### config.mk
export PLATFORM = sky130hd
export DESIGN_NAME = tsp_sensor_port
export DESIGN_NICKNAME = d
export VERILOG_FILES = /design/src/verilog/tsp_pkg.sv /design/src/verilog/tsp_sensor_port.sv /design/src/verilog/tsp_conv_sched.sv
export SDC_FILE = /design/constraint.sdc
export NUM_CORES = 1
export LEC_CHECK = 0
export ABC_AREA = 1
export BUFFER_PORTS_ARGS = -buffer_cell sky130_fd_sc_hd__buf_2
export CORE_MARGIN = 2
export CORE_UTILIZATION = 60
export DETAILED_ROUTE_END_ITERATION = 10
export PLACE_DENSITY = 0.75
export SYNTH_ARGS = -nofsm -noshare
export SYNTH_HDL_FRONTEND = slang
export SYNTH_SLANG_ARGS = --single-unit
### constraint.sdc
create_clock -name clk_sys_in -period 2.7 [get_ports clk_sys_in]
set_clock_uncertainty 0.2 [all_clocks]
set_input_delay 0.405 -clock clk_sys_in [delete_from_list [all_inputs] [get_ports clk_sys_in]]
set_output_delay 0.405 -clock clk_sys_in [all_outputs]
set_load 0.01 [all_outputs]
### src/verilog/tsp_pkg.sv
// Shared constants, types and timing for the temperature sensor port
package tsp_pkg;
    // Clock and timing figures, times in their own units
    localparam int unsigned CLK_PERIOD_NS = 5;
    localparam int unsigned CYC_PER_MS = 1000000 / CLK_PERIOD_NS;
    localparam int unsigned CONV_TIME_MS = 26;
    localparam int unsigned CONV_MAX_MS = 35;
    localparam int unsigned CONV_CYC = CONV_TIME_MS * CYC_PER_MS;
    localparam int unsigned TIMEOUT_MS = 30;
    localparam int unsigned TIMEOUT_MAX_MS = 40;
    localparam int unsigned TIMEOUT_CYC = TIMEOUT_MS * CYC_PER_MS;
    // Conversion periods for rate codes 0..3 (0.25, 1, 4, 8 per second)
    localparam int unsigned RATE_MS_0 = 4000;
    localparam int unsigned RATE_MS_1 = 1000;
    localparam int unsigned RATE_MS_2 = 250;
    localparam int unsigned RATE_MS_3 = 125;
    localparam int unsigned PERIOD_CYC_0 = RATE_MS_0 * CYC_PER_MS;
    localparam int unsigned PERIOD_CYC_1 = RATE_MS_1 * CYC_PER_MS;
    localparam int unsigned PERIOD_CYC_2 = RATE_MS_2 * CYC_PER_MS;
    localparam int unsigned PERIOD_CYC_3 = RATE_MS_3 * CYC_PER_MS;
    // Register selection codes
    localparam logic [1:0] SEL_TEMP = 2'h0;
    localparam logic [1:0] SEL_CFG = 2'h1;
    localparam logic [1:0] SEL_LOW = 2'h2;
    localparam logic [1:0] SEL_HIGH = 2'h3;
    // Values after reset
    localparam logic [7:0] IDX_RESET = 8'h00;
    localparam logic [7:0] CFG_RESET = 8'h02;
    localparam logic [7:0] TEMP_RESET = 8'h00;
    localparam logic [7:0] HIGH_RESET = 8'h3c;
    localparam logic [7:0] LOW_RESET = 8'hf6;
    // Bus addresses
    localparam logic [6:0] OWN_ADDR_DEF = 7'h70;
    localparam logic [3:0] ADDR_FAMILY = 4'he;
    localparam logic [6:0] GLOBAL_ADDR_DEF = 7'h01;
    // Operating modes and bits per byte
    localparam logic [1:0] MODE_SHUT = 2'h0;
    localparam logic [1:0] MODE_ONE = 2'h1;
    localparam logic [3:0] BITS_PER_BYTE = 4'h8;
    // Configuration register layout, bit 7 down to bit 0
    typedef struct packed {
        logic id;
        logic [1:0] rate;
        logic over_limit_flag;
        logic under_limit_flag;
        logic flag_latch_enable;
        logic [1:0] mode;
    } tsp_cfg_t;
    // Conversion result handed from the scheduler
    typedef struct packed {
        logic done;
        logic [7:0] value;
    } tsp_conv_t;
    // Serial state machine, Gray coded along the usual path
    typedef enum logic [2:0] {
        BS_IDLE = 3'b000,
        BS_ADDR = 3'b001,
        BS_ACK_A = 3'b011,
        BS_WR = 3'b010,
        BS_ACK_W = 3'b110,
        BS_RD = 3'b111,
        BS_MACK = 3'b101
    } tsp_bus_st_t;
    typedef enum logic {
        CV_WAIT = 1'b0,
        CV_RUN = 1'b1
    } tsp_cv_st_t;
endpackage

### src/verilog/tsp_sensor_port.sv
// Two-wire register port of the temperature sensor with its register file
//
// Overview of operation
// - Eight-bit index, low two bits select register
// - Codes: temperature, config, low, high limit
// - Reset clears the select bits to zero
// - Result register holds last conversion, 1 C/count
// - Rate bits give 0.25, 1, 4, 8 per second
// - Conversion takes 26 ms, result then readable
// - Bus timeout about 30 ms, below 40 ms
// - Answer one fixed address in 1110xxx range
// - Addressed transfers read each register and write all but temperature
// - Obey global commands reaching all sensors at once
// - Mode 00 finishes conversion then shuts down
// - One-shot: mode reads 01 then returns 00
// - Set high or low flag after conversion
// - Config read clears flags; unlatched also clear
`timescale 1ns/1ps
`default_nettype none
module tsp_sensor_port import tsp_pkg::*; #(
    parameter logic [6:0] OWN_ADDR = OWN_ADDR_DEF,
    parameter logic [6:0] GLOBAL_ADDR = GLOBAL_ADDR_DEF,
    parameter int unsigned CONV_CYCLES = CONV_CYC,
    parameter int unsigned TIMEOUT_CYCLES = TIMEOUT_CYC,
    parameter int unsigned PERIOD_0 = PERIOD_CYC_0,
    parameter int unsigned PERIOD_1 = PERIOD_CYC_1,
    parameter int unsigned PERIOD_2 = PERIOD_CYC_2,
    parameter int unsigned PERIOD_3 = PERIOD_CYC_3
) (
    input wire logic clk_sys_in,
    input wire logic rst_b_in,
    input wire logic scl_in,
    input wire logic sda_in,
    input wire logic [7:0] temp_sample_in,
    output logic sda_data_out,
    output logic sda_oe_out,
    output logic conv_busy_out
);
    // Refuse settings the logic cannot serve
    if (OWN_ADDR[6:3] != ADDR_FAMILY) begin : g_bad_addr
        $error("own address outside sensor family");
    end
    if (CONV_CYCLES < 1 || TIMEOUT_CYCLES < 2 || PERIOD_3 <= CONV_CYCLES ||
        PERIOD_2 <= CONV_CYCLES || PERIOD_1 <= CONV_CYCLES ||
        PERIOD_0 <= CONV_CYCLES) begin : g_bad_time
        $error("conversion period shorter than conversion");
    end

    logic [2:0] scl_sync_q, sda_sync_q;
    logic scl_rise, scl_fall, bus_start, bus_stop, sda_now;
    tsp_bus_st_t st_q, st_d;
    logic [3:0] cnt_q, cnt_d;
    logic [7:0] sh_q, sh_d, idx_q, idx_d, temp_q, temp_d;
    logic [7:0] lo_q, lo_d, hi_q, hi_d, sel_reg;
    tsp_cfg_t cfg_q, cfg_d;
    logic oe_q, oe_d, first_q, first_d, rd_q, rd_d, nack_q, nack_d;
    logic hit_global_q, hit_global_d;
    logic [31:0] to_q, to_d;
    tsp_conv_t conv;
    logic over, under;

    // Two-stage synchronisers plus one stage for edge detection
    always_ff @(posedge clk_sys_in) begin
        if (!rst_b_in) begin
            scl_sync_q <= 3'h7;
            sda_sync_q <= 3'h7;
        end else begin
            scl_sync_q <= {scl_sync_q[1:0], scl_in};
            sda_sync_q <= {sda_sync_q[1:0], sda_in};
        end
    end

    // Bus conditions seen on the synchronised lines
    assign sda_now = sda_sync_q[1];
    assign scl_rise = scl_sync_q[1] & ~scl_sync_q[2];
    assign scl_fall = ~scl_sync_q[1] & scl_sync_q[2];
    assign bus_start = scl_sync_q[1] & scl_sync_q[2] & sda_sync_q[2] & ~sda_now;
    assign bus_stop = scl_sync_q[1] & scl_sync_q[2] & ~sda_sync_q[2] & sda_now;

    // Register chosen by the select bits for reads
    always_comb begin
        unique case (idx_q[1:0])
            SEL_TEMP: sel_reg = temp_q;
            SEL_CFG: sel_reg = cfg_q;
            SEL_LOW: sel_reg = lo_q;
            SEL_HIGH: sel_reg = hi_q;
        endcase
    end

    // Limit comparison on the fresh result, two's complement
    assign over = $signed(conv.value) > $signed(hi_q);
    assign under = $signed(conv.value) < $signed(lo_q);

    // Next state of the serial engine and the register file
    always_comb begin
        st_d = st_q;
        cnt_d = cnt_q;
        sh_d = sh_q;
        oe_d = oe_q;
        idx_d = idx_q;
        cfg_d = cfg_q;
        lo_d = lo_q;
        hi_d = hi_q;
        temp_d = temp_q;
        first_d = first_q;
        rd_d = rd_q;
        nack_d = nack_q;
        hit_global_d = hit_global_q;
        to_d = (st_q == BS_IDLE || scl_rise || scl_fall) ? 32'h0 : to_q + 32'h1;
        if (bus_start) begin
            st_d = BS_ADDR;
            cnt_d = 4'h0;
            oe_d = 1'b0;
        end else if (bus_stop) begin
            st_d = BS_IDLE;
            oe_d = 1'b0;
        end else if (st_q != BS_IDLE && to_q >= 32'(TIMEOUT_CYCLES - 1)) begin
            st_d = BS_IDLE;
            oe_d = 1'b0;
        end else begin
            unique case (st_q)
                BS_IDLE: ;
                BS_ADDR, BS_WR: begin
                    if (scl_rise) begin
                        sh_d = {sh_q[6:0], sda_now};
                        cnt_d = cnt_q + 4'h1;
                    end else if (scl_fall && cnt_q == BITS_PER_BYTE) begin
                        if (st_q == BS_WR) begin
                            st_d = BS_ACK_W;
                            oe_d = 1'b1;
                            first_d = 1'b0;
                            if (first_q) begin
                                idx_d = sh_q;
                            end else begin
                                unique case (idx_q[1:0])
                                    SEL_TEMP: ;
                                    SEL_CFG: begin
                                        cfg_d.rate = sh_q[6:5];
                                        cfg_d.flag_latch_enable = sh_q[2];
                                        cfg_d.mode = sh_q[1:0];
                                    end
                                    SEL_LOW: lo_d = sh_q;
                                    SEL_HIGH: hi_d = sh_q;
                                endcase
                            end
                        end else if (sh_q[7:1] == OWN_ADDR ||
                                     sh_q[7:1] == GLOBAL_ADDR) begin
                            st_d = BS_ACK_A;
                            oe_d = 1'b1;
                            rd_d = sh_q[0];
                            first_d = 1'b1;
                            hit_global_d = sh_q[7:1] == GLOBAL_ADDR;
                        end else begin
                            st_d = BS_IDLE;
                        end
                    end
                end
                BS_ACK_W: begin
                    if (scl_fall) begin
                        st_d = BS_WR;
                        oe_d = 1'b0;
                        cnt_d = 4'h0;
                    end
                end
                BS_RD: begin
                    if (scl_rise) begin
                        cnt_d = cnt_q + 4'h1;
                    end else if (scl_fall && cnt_q == BITS_PER_BYTE) begin
                        st_d = BS_MACK;
                        oe_d = 1'b0;
                    end else if (scl_fall) begin
                        sh_d = {sh_q[6:0], 1'b0};
                        oe_d = ~sh_q[6];
                    end
                end
                BS_ACK_A, BS_MACK: begin
                    if (scl_rise) begin
                        nack_d = sda_now;
                    end else if (scl_fall && st_q == BS_ACK_A && !rd_q) begin
                        st_d = BS_WR;
                        oe_d = 1'b0;
                        cnt_d = 4'h0;
                    end else if (scl_fall && st_q == BS_MACK && nack_q) begin
                        st_d = BS_IDLE;
                    end else if (scl_fall) begin
                        st_d = BS_RD;
                        cnt_d = 4'h0;
                        sh_d = sel_reg;
                        oe_d = ~sel_reg[7];
                        if (idx_q[1:0] == SEL_CFG) begin
                            cfg_d.over_limit_flag = 1'b0;
                            cfg_d.under_limit_flag = 1'b0;
                        end
                    end
                end
                default: st_d = BS_IDLE;
            endcase
        end
        // Conversion results land last so a flag set beats any clear
        if (conv.done) begin
            temp_d = conv.value;
            cfg_d.over_limit_flag = over |
                (cfg_q.flag_latch_enable & cfg_d.over_limit_flag);
            cfg_d.under_limit_flag = under |
                (cfg_q.flag_latch_enable & cfg_d.under_limit_flag);
            if (cfg_q.mode == MODE_ONE) begin
                cfg_d.mode = MODE_SHUT;
            end
        end
    end

    // Serial engine and register file state
    always_ff @(posedge clk_sys_in) begin
        if (!rst_b_in) begin
            st_q <= BS_IDLE;
            cnt_q <= 4'h0;
            sh_q <= 8'h00;
            oe_q <= 1'b0;
            idx_q <= IDX_RESET;
            cfg_q <= tsp_cfg_t'(CFG_RESET);
            lo_q <= LOW_RESET;
            hi_q <= HIGH_RESET;
            temp_q <= TEMP_RESET;
            first_q <= 1'b0;
            rd_q <= 1'b0;
            nack_q <= 1'b0;
            hit_global_q <= 1'b0;
            to_q <= 32'h0;
            sda_data_out <= 1'b0;
        end else begin
            st_q <= st_d;
            cnt_q <= cnt_d;
            sh_q <= sh_d;
            oe_q <= oe_d;
            idx_q <= idx_d;
            cfg_q <= cfg_d;
            lo_q <= lo_d;
            hi_q <= hi_d;
            temp_q <= temp_d;
            first_q <= first_d;
            rd_q <= rd_d;
            nack_q <= nack_d;
            hit_global_q <= hit_global_d;
            to_q <= to_d;
            sda_data_out <= 1'b0;
        end
    end

    assign sda_oe_out = oe_q;

    // Conversion timing
    tsp_conv_sched #(
        .CONV_CYCLES(CONV_CYCLES),
        .PERIOD_0(PERIOD_0),
        .PERIOD_1(PERIOD_1),
        .PERIOD_2(PERIOD_2),
        .PERIOD_3(PERIOD_3)
    ) u_sched (
        .clk_sys_in(clk_sys_in),
        .rst_b_in(rst_b_in),
        .mode_in(cfg_q.mode),
        .rate_in(cfg_q.rate),
        .sample_in(temp_sample_in),
        .conv_out(conv),
        .busy_out(conv_busy_out)
    );
endmodule // tsp_sensor_port
`default_nettype wire

### src/verilog/tsp_conv_sched.sv
// Conversion scheduler: timing of single, periodic and shutdown modes
`timescale 1ns/1ps
`default_nettype none
module tsp_conv_sched import tsp_pkg::*; #(
    parameter int unsigned CONV_CYCLES = CONV_CYC,
    parameter int unsigned PERIOD_0 = PERIOD_CYC_0,
    parameter int unsigned PERIOD_1 = PERIOD_CYC_1,
    parameter int unsigned PERIOD_2 = PERIOD_CYC_2,
    parameter int unsigned PERIOD_3 = PERIOD_CYC_3
) (
    input wire logic clk_sys_in,
    input wire logic rst_b_in,
    input wire logic [1:0] mode_in,
    input wire logic [1:0] rate_in,
    input wire logic [7:0] sample_in,
    output tsp_conv_t conv_out,
    output logic busy_out
);
    tsp_cv_st_t st_q, st_d;
    logic [31:0] cnt_q, cnt_d;
    tsp_conv_t conv_q, conv_d;
    logic busy_q, busy_d;

    // Idle time after a conversion for the selected rate
    function automatic logic [31:0] wait_of(input logic [1:0] r);
        case (r)
            2'h0: wait_of = 32'(PERIOD_0 - CONV_CYCLES);
            2'h1: wait_of = 32'(PERIOD_1 - CONV_CYCLES);
            2'h2: wait_of = 32'(PERIOD_2 - CONV_CYCLES);
            default: wait_of = 32'(PERIOD_3 - CONV_CYCLES);
        endcase
    endfunction

    // Next state of the conversion timer
    always_comb begin
        st_d = st_q;
        cnt_d = cnt_q + 32'h1;
        conv_d = '{done: 1'b0, value: conv_q.value};
        busy_d = busy_q;
        unique case (st_q)
            CV_RUN: begin
                if (cnt_q == 32'(CONV_CYCLES - 1)) begin
                    st_d = CV_WAIT;
                    cnt_d = 32'h0;
                    conv_d = '{done: 1'b1, value: sample_in};
                    busy_d = 1'b0;
                end
            end
            CV_WAIT: begin
                if (mode_in[1]) begin
                    if (cnt_q >= wait_of(rate_in) - 32'h1) begin
                        st_d = CV_RUN;
                        cnt_d = 32'h0;
                        busy_d = 1'b1;
                    end
                end else if (mode_in == MODE_ONE &&
                             !conv_q.done) begin
                    st_d = CV_RUN;
                    cnt_d = 32'h0;
                    busy_d = 1'b1;
                end else begin
                    cnt_d = 32'h0;
                end
            end
        endcase
    end

    // State registers; a conversion starts straight after reset
    always_ff @(posedge clk_sys_in) begin
        if (!rst_b_in) begin
            st_q <= CV_RUN;
            cnt_q <= 32'h0;
            conv_q <= '{done: 1'b0, value: TEMP_RESET};
            busy_q <= 1'b1;
        end else begin
            st_q <= st_d;
            cnt_q <= cnt_d;
            conv_q <= conv_d;
            busy_q <= busy_d;
        end
    end

    assign conv_out = conv_q;
    assign busy_out = busy_q;
endmodule // tsp_conv_sched
`default_nettype wire

* Word-level counts from Yosys, hierarchy flattened
Cells that the tools add are included.
Widths: inputs -> output; s select.
** Storage, ports and cells
- Input bits :: 12
- Word-level logic and storage cells :: 226
- Register bits after elaboration :: 133
** Cells by class
- Magnitude comparators :: 4
- Mux-type cells :: 81
- Eq/ne operators :: 45
- Reductions and logical operators :: 41
- Bitwise operators :: 26
- Add/subtract/negate cells :: 4
** Operator list (count)
- $mux 32 :: 5
- $pmux 30 s3 :: 1
- $add 32x1->32 const B :: 2
- $mux 8 :: 8
- $pmux 32 s2 :: 1
- $mux 3 :: 16
- $eq 32x23->1 const B :: 1
- $ge 32x23->1 const B :: 1
- $ge 32x32->1 :: 1
- $pmux 8 s4 :: 1
- $reduce_and 8->1 :: 4
- $sub 32x1->32 const B :: 1
- $ne 5x5->1 const B :: 6
- $reduce_and 9->1 :: 3
- $ne 2x2->1 const B :: 13
- $mux 1 :: 24
- $pmux 8 s3 :: 1
- $mux 2 :: 10
- $mux 4 :: 5
- $mux 5 :: 3
- $not 1->1 :: 15
- $pmux 3 s5 :: 1
- $ne 3x3->1 const B :: 4
- $pmux 4 s3 :: 1
- 39 further kinds :: 73

* Logic depth before layout (Yosys ltp)
Gate-level depths: netlist of run 1.
- Depth after elaboration :: 14
- Gate-level depth with buffers :: 15
- Gate-level depth less buffers :: 14

* By module
Synthesis of run 1 repeated with hierarchy kept, for this count alone.
** Second synthesis, totals
- Cells, all modules :: 1199
- Area total of the unflattened synthesis :: 8151.6 µm²
** By module, submodules not included
- tsp_sensor_port :: area each 5201.2 µm², cells each 773, instances 1
- tsp_conv_sched :: area each 2950.3 µm², cells each 426, instances 1

* Worst setup path after synthesis of run 1
No wires, ideal clock.
- Path kind :: register -> register
- From :: register cfg_q[6] (netlist name)
- To :: register u_sched.cnt_q[16]
- Data arrival time :: 2101 ps
- Buffers on the path :: 1
- Setup time :: 121 ps
- Slack :: 278 ps
- Period minus slack after synthesis :: 2422 ps
- Stages on the path, launching flop included :: 15
- Path through :: dfxtp_1 -> inv_1 -> ha_1 -> inv_1 -> ha_1 -> nand2_1 -> nor3_1 -> nand4_1 -> nor2_1 -> nand2_1 -> nand3_1 -> nand2_1 -> nand2_1 -> buf_2 -> nor2_1
** Between the ends
- Longest elaborated chain between the ends :: 9
** RTL lines
- start: declaration :: RTL line tsp_sensor_port.sv:55 : tsp_cfg_t cfg_q, cfg_d;
- start signal: assignment :: RTL line tsp_sensor_port.sv:220 : cfg_q <= tsp_cfg_t'(CFG_RESET);
- start signal: assignment :: RTL line tsp_sensor_port.sv:236 : cfg_q <= cfg_d;
- $eq 2x2->1, or another cell as far along :: RTL line tsp_conv_sched.sv:26 : case (r)
- $pmux 30 s3 * :: RTL line tsp_conv_sched.sv:26
- $mux 32 * :: RTL line tsp_conv_sched.sv:50 : if (mode_in[1]) begin
- $mux 32 * :: RTL line tsp_conv_sched.sv:40 : unique case (st_q)
- $sub 32x1->32 * :: RTL line tsp_conv_sched.sv:51 : if (cnt_q >= wait_of(rate_in) - 32'h1) begin
- $ge 32x32->1 * :: RTL line tsp_conv_sched.sv:51
- $mux 32 * :: RTL line tsp_conv_sched.sv:51
- $mux 32 * :: RTL line tsp_conv_sched.sv:50
- $pmux 32 s2 * :: RTL line tsp_conv_sched.sv:40
- end signal: assignment :: RTL line tsp_conv_sched.sv:77 : cnt_q <= cnt_d;
- end: declaration :: RTL line tsp_conv_sched.sv:20 : logic [31:0] cnt_q, cnt_d;
Every way passes the cells marked *; elsewhere a longest branch is shown, timed or not. The select of a mux whose other input is x is not followed.
A chain may end at the register's enable or synchronous reset.

* Worst setup path after layout of run 1
Same ends and word-level chain as after synthesis.

==> flow_metrics.py, run 1 <==
metrics = {
    "logic_synthesis": {
        "synth-compound-area-share_pct": 11.32,
        "synthXorXnorAreaFrac_pct": 2.693,
        "ys_seq_elements": 133,
        "yosys_warnings": 0,
        "avgSynthCellArea_sq_um": 6.787,
        "synth_mux_area_share_pct": 0,
        "ys.flop_type": "dfxtp_1",
        "synth_cells": 1150,
        "synthAdderAreaFrac_pct": 7.534,
        "ys_async_sr_fraction_pct": 0,
        "synth_edf_count": 0,
        "synth_nets": 1209,
        "synth_top_family_by_area": "simple AND/OR/NAND/NOR gates",
        "post_synth_and_or_nand_nor_area_fraction_pct": 35.59,
        "synth_cell_type_count": 50,
        "synth.cell_area_sq_um": 7805,
        "ys_seq_area_share_pct": 34.11,
    },
    "global_route": {
        "grt_first_pass_wirelength_um": 32910,
        "grt_antenna_before_repair": 0,
        "grt_max_degree": 35,
        "grt_pass1_vias": 6966,
        "grt_use_total_pct": 28.99,
        "grt_overflow_total": 0,
    },
    "timing": {
        "min_period_over_period_pct": 90.84,
        "worst_pin_slew_ps": 647.7,
        "slew_violations": 0,
        "min_period_ps": 2453,
        "finalHoldViolCount": 0,
        "setup_viol": 0,
        "max_slew_margin_pct": 56.77,
        "rsz0062_at_grt": "false",
        "tns_ps": 0,
        "max_clock_freq_mhz": 407.7,
    },
    "die": {
        "dieArea_sq_um": 13940,
        "die_x_um": 118.1,
        "row_count": 41,
        "initial_core_util_pct": 61.60,
        "pin_count": 15,
        "die_y_um": 118.1,
        "coreArea_sq_um": 12670,
    },
    "power": {
        "p_leak_nw": 3.683,
        "power_density_nw_per_um2": 594.8,
        "vdd_ir_drop_max_uv": 520.0,
    },
    "place": {
        "dp.final_hpwl_um": 14240,
        "numPortBuffers": 13,
        "gp_congestion": 0.9684,
    },
    "worst_setup_path": {
        "path_cells": "inv_1, ha_1, inv_1, ha_1, nand4_1, nor3_1, nand2_1, nand3_1, nand2_1, nand3_2, nand2_1, nand2_1, buf_12, nor2_1",
        "crit_end": "u_sched.cnt_q[16]",
        "path_class": "flop to flop",
        "reg2reg_to": "u_sched.cnt_q[16]",
        "regToRegSetupSlack_ps": 250,
        "slowest_delay_ps": 370,
        "r2r_start": "cfg_q[6]",
        "worst_setup_path_end_kind": "flop",
        "required_ps": 2810,
        "crit_slowest_cell": "dfxtp_4",
        "crit_top_cell": "nand2_1",
        "cp-startpoint": "cfg_q[6]",
        "crit_path_start_kind": "flop",
        "crit_fanout": 31,
        "worstPathArrival_ps": 2570,
        "ff2ff_path_depth": 14,
    },
    "clock_tree": {
        "cts_buffers": 17,
        "cts.path.max_buffers": 2,
        "cts_root_buffer": "clkbuf_16",
        "htreeDepth": 4,
        "tritoncts": "yes",
        "clk_pin_slew_worst_paths_ps": 60,
        "clock_latency_ps": 430,
        "cts_sinks": 133,
    },
    "hold_path": {
        "hold_path_depth": 3,
        "worstHoldStart": "temp_sample_in[0]",
        "hp-class": "input pin to flop",
    },
    "finish": {
        "antenna_cells": 0,
        "mostFrequentLayoutCells": "238 x nand2_1, 189 x nor2_1, 148 x inv_1, 131 x dfxtp_1, 62 x a21oi_1",
        "syn_to_final_growth_pct": 11.45,
        "final_common_cell": "nand2_1",
        "nets": 1234,
        "fin_util_pct": 68.65,
        "drive_gt1_share_pct": 9.091,
    },
    "drt": {
        "post-route-drc-count": 0,
        "wl_per_cell_um": 14.33,
        "via_count": 7553,
        "vias_per_cell": 5.554,
        "dr.pass1.iters": 6,
        "initialDrtViolationCount": 555,
        "ant_nets": 0,
        "drt_wl_total_um": 19480,
    },
    "job": {
        "cap_violations": 0,
    },
    "status": {
        "status": "completed",
    },
}
[final cells by class]
cell class | instances | area, sq um
clock buffers | 19 | 452.9
clock inverters | 13 | 121.4
fillers | 1144 | 3973
inverters | 153 | 574.3
multi-input cells | 843 | 4479
flip-flops and latches | 133 | 2668
well taps | 172 | 215.2
repair buffers | 27 | 187.7
[registers in the layout, summed over array words and instances (netlist names), 4 cells and up]
| register | flops |
|---|---|
| u_sched.conv_out | 9 |
| cfg_q | 7 |
| temp_q | 8 |
| lo_q | 8 |
| hi_q | 8 |
| cnt_q | 4 |
| u_sched.cnt_q | 32 |
| sh_q | 8 |
| to_q | 32 |
[worst min-delay path by stage]
| stage | end | slack (ps) |
|---|---|---|
| global placement | scl_sync_q[1] | 200 |
| CTS | u_sched.conv_out[0] | 10 |
| global route | u_sched.conv_out[2] | 30 |
| floorplan | scl_sync_q[1] | 190 |
| detailed placement | sda_sync_q[1] | 200 |
| finish | u_sched.conv_out[0] | 20 |
[cell usage after synthesis (9+ instances only)]
master	number	area, sq um
a21oi_1	63	315.3
o21ai_1	9	45.04
inv_1	149	559.3
nor2_1	189	709.4
ha_1	47	588.1
nand3_1	53	265.3
nand2_1	238	893.4
dfxtp_1	133	2663
nor4_1	15	93.84
o21ai_0	47	235.2
or2_2	9	56.30
nand4_1	33	206.5
xor2_1	19	166.4
nor3_1	40	200.2
clkbuf_1	12	45.04
[stage by stage]
stage	area, sq um	instances	hold slack, ps	setup WS, ps	power (W)
floorplan	7805	1150	192.5	278.4	0.002777
global placement	8083	1326	200.0	136.3	0.002952
detailed placement	8083	1326	203.7	62.85	0.002952
CTS	8677	1360	11.20	28.74	0.005179
global route	8698	1360	26.92	13.77	0.005410
finish	8698	1360	16.47	247.2	0.005174
[metal layers]
| metal | vias to the layer above | wire length (um) | track usage (%) |
|---|---|---|---|
| li1 | 3834 | - | - |
| met2 | 235 | 9162 | 47.89 |
| met1 | 3437 | 8752 | 37.09 |
| met3 | 47 | 974 | 5.087 |
| met4 | 0 | 594 | 12.80 |
| met5 | - | 0 | 0 |
[power by group]
part	leakage (nW)	switching, W	internal [W]
registers	1.08	0.0000974	0.00204
logic	2.34	0.000541	0.000245
clock network	0.269	0.000923	0.00132
total	3.68	0.00156	0.00361
[kinds of logic after synthesis]
kind of cell	count (synthesis)
flops	133
xor+xnor	24
buf+inv	174
other cells	1
compound gates	156
fa+ha+maj	47
simple gates	615
[critical path: cells and delay by family (launching register included)]
family                     cells  cell delay [ps]
and+or+nand+nor                9              830
adders and majority gates      2              530
buffers and inverters          3              380
DFF                            1              370
[repair_timing]
| action | in CTS | in global routing |
|---|---|---|
| setup endpoints to repair | 0 | 32 |
| resized for setup | 0 | 8 |
| hold buffers | 2 | 0 |
| endpoints found under the hold margin | 2 | 0 |
| setup buffers | 0 | 0 |
No activity file was read; power rests on OpenSTA's default activity.
==> inputs of run 2 (changes only) <==
clock period = 2.56 ns   (was 2.7 ns; I/O delays follow)
==> run 2 against run 1 <==
Flip-flop and latch count stayed put; global-route usage is 0.20 points higher; clock-buffer cell count is 1 higher; maximum frequency is 0.16% lower; combinational power is 11% higher; register-to-register slack worse by 140 ps; non-clock buffer count is 15 higher; worst setup slack worse by 140 ps; cell count is 1.0% higher; die area stayed put; total power is 7.1% higher; worst hold slack worse by 13 ps; critical path type unchanged; critical endpoint is now u_sched.cnt_q[18].
==> flow_metrics.py, run 2 (synthesis gave the netlist of run 1 again) <==
metrics = {
    "worst_setup_path": {
        "worstPathArrival_ps": 2600,
        "required_ps": 2710,
        "worst_setup_path_end_kind": "flop",
        "crit_fanout": 8,
        "path_class": "flop to flop",
        "crit_path_start_kind": "flop",
    },
    "timing": {
        "max_clock_freq_mhz": 407.1,
        "finalHoldViolCount": 0,
        "worst_pin_slew_ps": 729.4,
        "tns_ps": 0,
        "setup_viol": 0,
        "worst_hold_slack_ps": 3.820,
        "max_slew_margin_pct": 50.92,
        "slew_violations": 0,
        "rsz0062_at_grt": "false",
        "min_period_over_period_pct": 95.96,
        "min_period_ps": 2457,
    },
    "global_route": {
        "grt_antenna_before_repair": 0,
        "grt_max_degree": 35,
        "grt_use_total_pct": 29.19,
        "grt_first_pass_wirelength_um": 33250,
        "grt_pass1_vias": 7089,
        "grt_overflow_total": 0,
    },
    "finish": {
        "nets": 1249,
        "layout.cells.non_filler": 1374,
        "multiInputGateArea_sq_um": 4503,
        "syn_to_final_growth_pct": 13.85,
        "drive_gt1_share_pct": 9.983,
        "mostFrequentLayoutCells": "235 x nand2_1, 189 x nor2_1, 147 x inv_1, 132 x dfxtp_1, 62 x a21oi_1",
        "final_common_cell": "nand2_1",
        "antenna_cells": 0,
        "nFillCells": 1137,
        "seq_area_sq_um": 2664,
        "fin_util_pct": 70.13,
    },
    "power": {
        "p_leak_nw": 3.782,
        "vdd_ir_drop_max_uv": 564.8,
        "power_density_nw_per_um2": 623.8,
        "total_power_w": 0.005543,
    },
    "die": {
        "coreArea_sq_um": 12670,
        "die_x_um": 118.1,
        "die_y_um": 118.1,
        "dieArea_sq_um": 13940,
        "row_count": 41,
        "initial_core_util_pct": 61.60,
        "pin_count": 15,
    },
    "clock_tree": {
        "cts_buffers": 17,
        "htreeDepth": 4,
        "cts_root_buffer": "clkbuf_16",
        "clk_pin_slew_worst_paths_ps": 60,
        "cts.path.max_buffers": 2,
        "cts_sinks": 133,
        "tritoncts": "yes",
        "clock_latency_ps": 430,
    },
    "place": {
        "post-place-cells": 1334,
        "dp.final_hpwl_um": 14120,
        "numPortBuffers": 13,
        "gp_congestion": 0.9269,
    },
    "drt": {
        "drt_wl_total_um": 19860,
        "vias_per_cell": 5.483,
        "wl_per_cell_um": 14.46,
        "ant_nets": 0,
        "via_count": 7534,
        "dr.pass1.iters": 6,
        "post-route-drc-count": 0,
        "initialDrtViolationCount": 757,
    },
    "status": {
        "status": "completed",
    },
    "hold_path": {
        "hp-class": "input pin to flop",
    },
    "job": {
        "cap_violations": 0,
    },
}
run 2: cell types whose count changed in the layout (fill, tap and decap cells not counted), sizes merged:
cell	change
buf	+9
dlygate4sd3	+4
inv	-4
clkbuf	+3
clkinv	+3
clkinvlp	-2
bufinv	+1
run 2: final cells by class:
cell class / instances / area share (%)
repair buffers: 42 / 3.886
flip-flops and latches: 133 / 29.98
clock inverters: 11 / 1.436
multi-input cells: 843 / 50.68
clock buffers: 20 / 5.139
inverters: 153 / 6.463
well taps: 172 / 2.422
run 2: where the power goes:
part	internal [W]	switching [W]	leakage (nW)
registers	0.00216	0.0000992	1.08
clock network	0.00148	0.000935	0.278
logic	0.000281	0.000590	2.43
total	0.00392	0.00162	3.78
run 2: final timing paths:
check	cells after the start	slack (ps)	start	to
hold reg to reg	1	210	scl_sync_q[0]	scl_sync_q[1]
setup reg to reg	13	100	cfg_q[6]	u_sched.cnt_q[18]
hold / removal	3	4	temp_sample_in[5]	u_sched.conv_out[5]
setup / recovery	13	100	cfg_q[6]	u_sched.cnt_q[18]
run 2: worst max-delay path, cell delays in order (launching register included):
cell       delay (ps)
dfxtp_1           310
buf_4             160
ha_1              170
nor2_1            160
ha_1              280
a21oi_1           140
o21a_1            140
nand3_1            90
nand2_1            70
nand3_1           130
nand2_2           110
nand2_4            90
clkbuf_16         190
nor3_1            140
run 2: timing repair:
action                                  CTS  global route
endpoints found under the setup margin    0            32
setup buffers                             0             1
gates resized for setup                   0            12
hold buffers                              5             1
endpoints found under the hold margin     5             1
run 2: through the flow:
step / setup slack, ps / instance area [sq um]
4_1_cts: 91.83 / 8777
2_1_floorplan: 138.4 / 7805
3_3_place_gp: 193.5 / 8143
3_5_place_dp: 115.8 / 8143
6_report: 103.3 / 8886
5_1_grt: 1.452 / 8886
run 2: layer usage:
layer  up-vias  global-route usage [%]  share of wire, %
met1      3365                   36.38                44
met4         0                   13.40               3.9
met2       241                   48.69                47
li1       3861                       -                 -
met5         -                       0                 0
met3        67                   5.717               5.3
==> inputs of run 3 (changes only) <==
PLACE_DENSITY = 0.85   (was 0.75)
==> run 3 against run 2 <==
Cell count down 0.22%; first-iteration DRC count down 6.9%; combinational power shrank 1%; clock-buffer cell count increased by 1; critical endpoint is now u_sched.cnt_q[21]; largest power group unchanged.
==> flow_metrics.py, run 3 (synthesis gave the netlist of run 1 again) <==
metrics = {
    "global_route": {
        "grt_antenna_before_repair": 0,
        "grt_overflow_total": 0,
        "grt_pass1_vias": 7227,
        "grt_use_total_pct": 28.64,
        "grt_first_pass_wirelength_um": 32670,
        "grt_max_degree": 35,
    },
    "die": {
        "row_count": 41,
        "die_x_um": 118.1,
        "die_y_um": 118.1,
        "pin_count": 15,
        "coreArea_sq_um": 12670,
        "dieArea_sq_um": 13940,
        "initial_core_util_pct": 61.60,
    },
    "job": {
        "cap_violations": 0,
    },
    "clock_tree": {
        "cts_sinks": 133,
        "clk_pin_slew_worst_paths_ps": 60,
        "tritoncts": "yes",
        "clock_latency_ps": 430,
        "cts_root_buffer": "clkbuf_16",
        "htreeDepth": 4,
        "cts.path.max_buffers": 2,
        "cts_buffers": 17,
    },
    "finish": {
        "mostFrequentLayoutCells": "235 x nand2_1, 189 x nor2_1, 148 x inv_1, 133 x dfxtp_1, 62 x a21oi_1",
        "drive_gt1_share_pct": 9.508,
        "syn_to_final_growth_pct": 13.05,
        "nets": 1245,
        "antenna_cells": 0,
        "final_common_cell": "nand2_1",
        "layout.cells.non_filler": 1371,
    },
    "drt": {
        "post-route-drc-count": 0,
        "vias_per_cell": 5.573,
        "wl_per_cell_um": 14.21,
        "ant_nets": 0,
        "drt_wl_total_um": 19480,
        "dr.pass1.iters": 5,
        "initialDrtViolationCount": 705,
        "via_count": 7641,
    },
    "timing": {
        "setup_viol": 0,
        "min_period_ps": 2453,
        "slew_violations": 0,
        "finalHoldViolCount": 0,
        "tns_ps": 0,
        "worst_pin_slew_ps": 817.2,
        "max_slew_margin_pct": 45.02,
        "min_period_over_period_pct": 95.80,
        "max_clock_freq_mhz": 407.7,
    },
    "worst_setup_path": {
        "r2r_start": "cfg_q[5]",
        "required_ps": 2710,
        "crit_fanout": 16,
        "worst_setup_path_end_kind": "flop",
        "path_class": "flop to flop",
        "crit_path_start_kind": "flop",
        "cp-startpoint": "cfg_q[5]",
        "worstPathArrival_ps": 2600,
    },
    "place": {
        "gp_congestion": 0.9621,
        "numPortBuffers": 13,
        "post-place-cells": 1327,
        "dp.final_hpwl_um": 13900,
    },
    "power": {
        "power_density_nw_per_um2": 617.0,
        "vdd_ir_drop_max_uv": 570.0,
        "p_leak_nw": 3.742,
        "total_power_w": 0.005444,
    },
    "status": {
        "status": "completed",
    },
    "hold_path": {
        "hp-class": "input pin to flop",
        "worstHoldStart": "temp_sample_in[4]",
    },
}
## run 3: cell count changes in the layout (fill, tap and decap cells not counted), sizes merged
cell	delta
bufinv	-1
dlygate4sd3	+2
buf	-5
clkinv	+1
## run 3: per-stage QoR
stage	hold slack, ps	setup slack (ps)	util [%]	cell area [sq um]
final	23.47	107.5	69.64	8823
after global routing	30.38	-38.79	69.64	8823
after detailed placement	204.0	52.80	63.85	8090
after global placement	200.2	165.8	63.85	8090
after floorplan	192.5	138.4	-	7805
after CTS	9.513	40.50	68.92	8733
## run 3: metal layers
metal | track usage (%) | wire (um) | vias up | part of all wire, %
met1 | 35.57 | 8134 | 3415 | 42
met3 | 6.202 | 1483 | 67 | 7.6
li1 | - | - | 3839 | -
met5 | 0 | 0 | - | 0
met4 | 13.03 | 662 | 0 | 3.4
met2 | 47.53 | 9195 | 320 | 47
## run 3: critical path, stage by stage, from the launching register on
cell	delay, ps
dfxtp_1	320
inv_1	100
ha_1	300
inv_1	50
ha_1	300
nand2_2	90
nor2_1	60
nor2_1	90
nand3_1	90
a21oi_2	140
nand3_2	120
nand2_2	100
nand2_4	80
buf_12	180
nor3_1	130
## run 3: path summary, 6_finish.rpt
check        depth (start not counted)             endpoint  slack [ps]
max reg2reg                         14    u_sched.cnt_q[21]         110
min reg2reg                          1        scl_sync_q[1]         220
min                                  3  u_sched.conv_out[4]          20
max                                 14    u_sched.cnt_q[21]         110
## run 3: power breakdown
part / switching, W / total (W) / leakage (nW) / internal (W)
Combinational: 0.000587 / 0.000858 / 2.40 / 0.000271
Clock: 0.000947 / 0.00233 / 0.269 / 0.00139
Sequential: 0.0000960 / 0.00225 / 1.07 / 0.00216
Total: 0.00163 / 0.00544 / 3.74 / 0.00381
## run 3: layout make-up
type,count,area (sq um)
clock buffer,21,460.4
timing repair buffer,38,306.5
multi-input combinational,843,4502
tap,172,215.2
fill,1037,3847
inverter,153,574.3
sequential,133,2663
clock inverter,11,102.6
## run 3: what timing repair did
item | CTS | global route
hold endpoints to repair | 8 | 0
hold buffers | 8 | 0
gates resized for setup | 0 | 11
setup endpoints to repair | 0 | 39
buffers inserted | 0 | 2
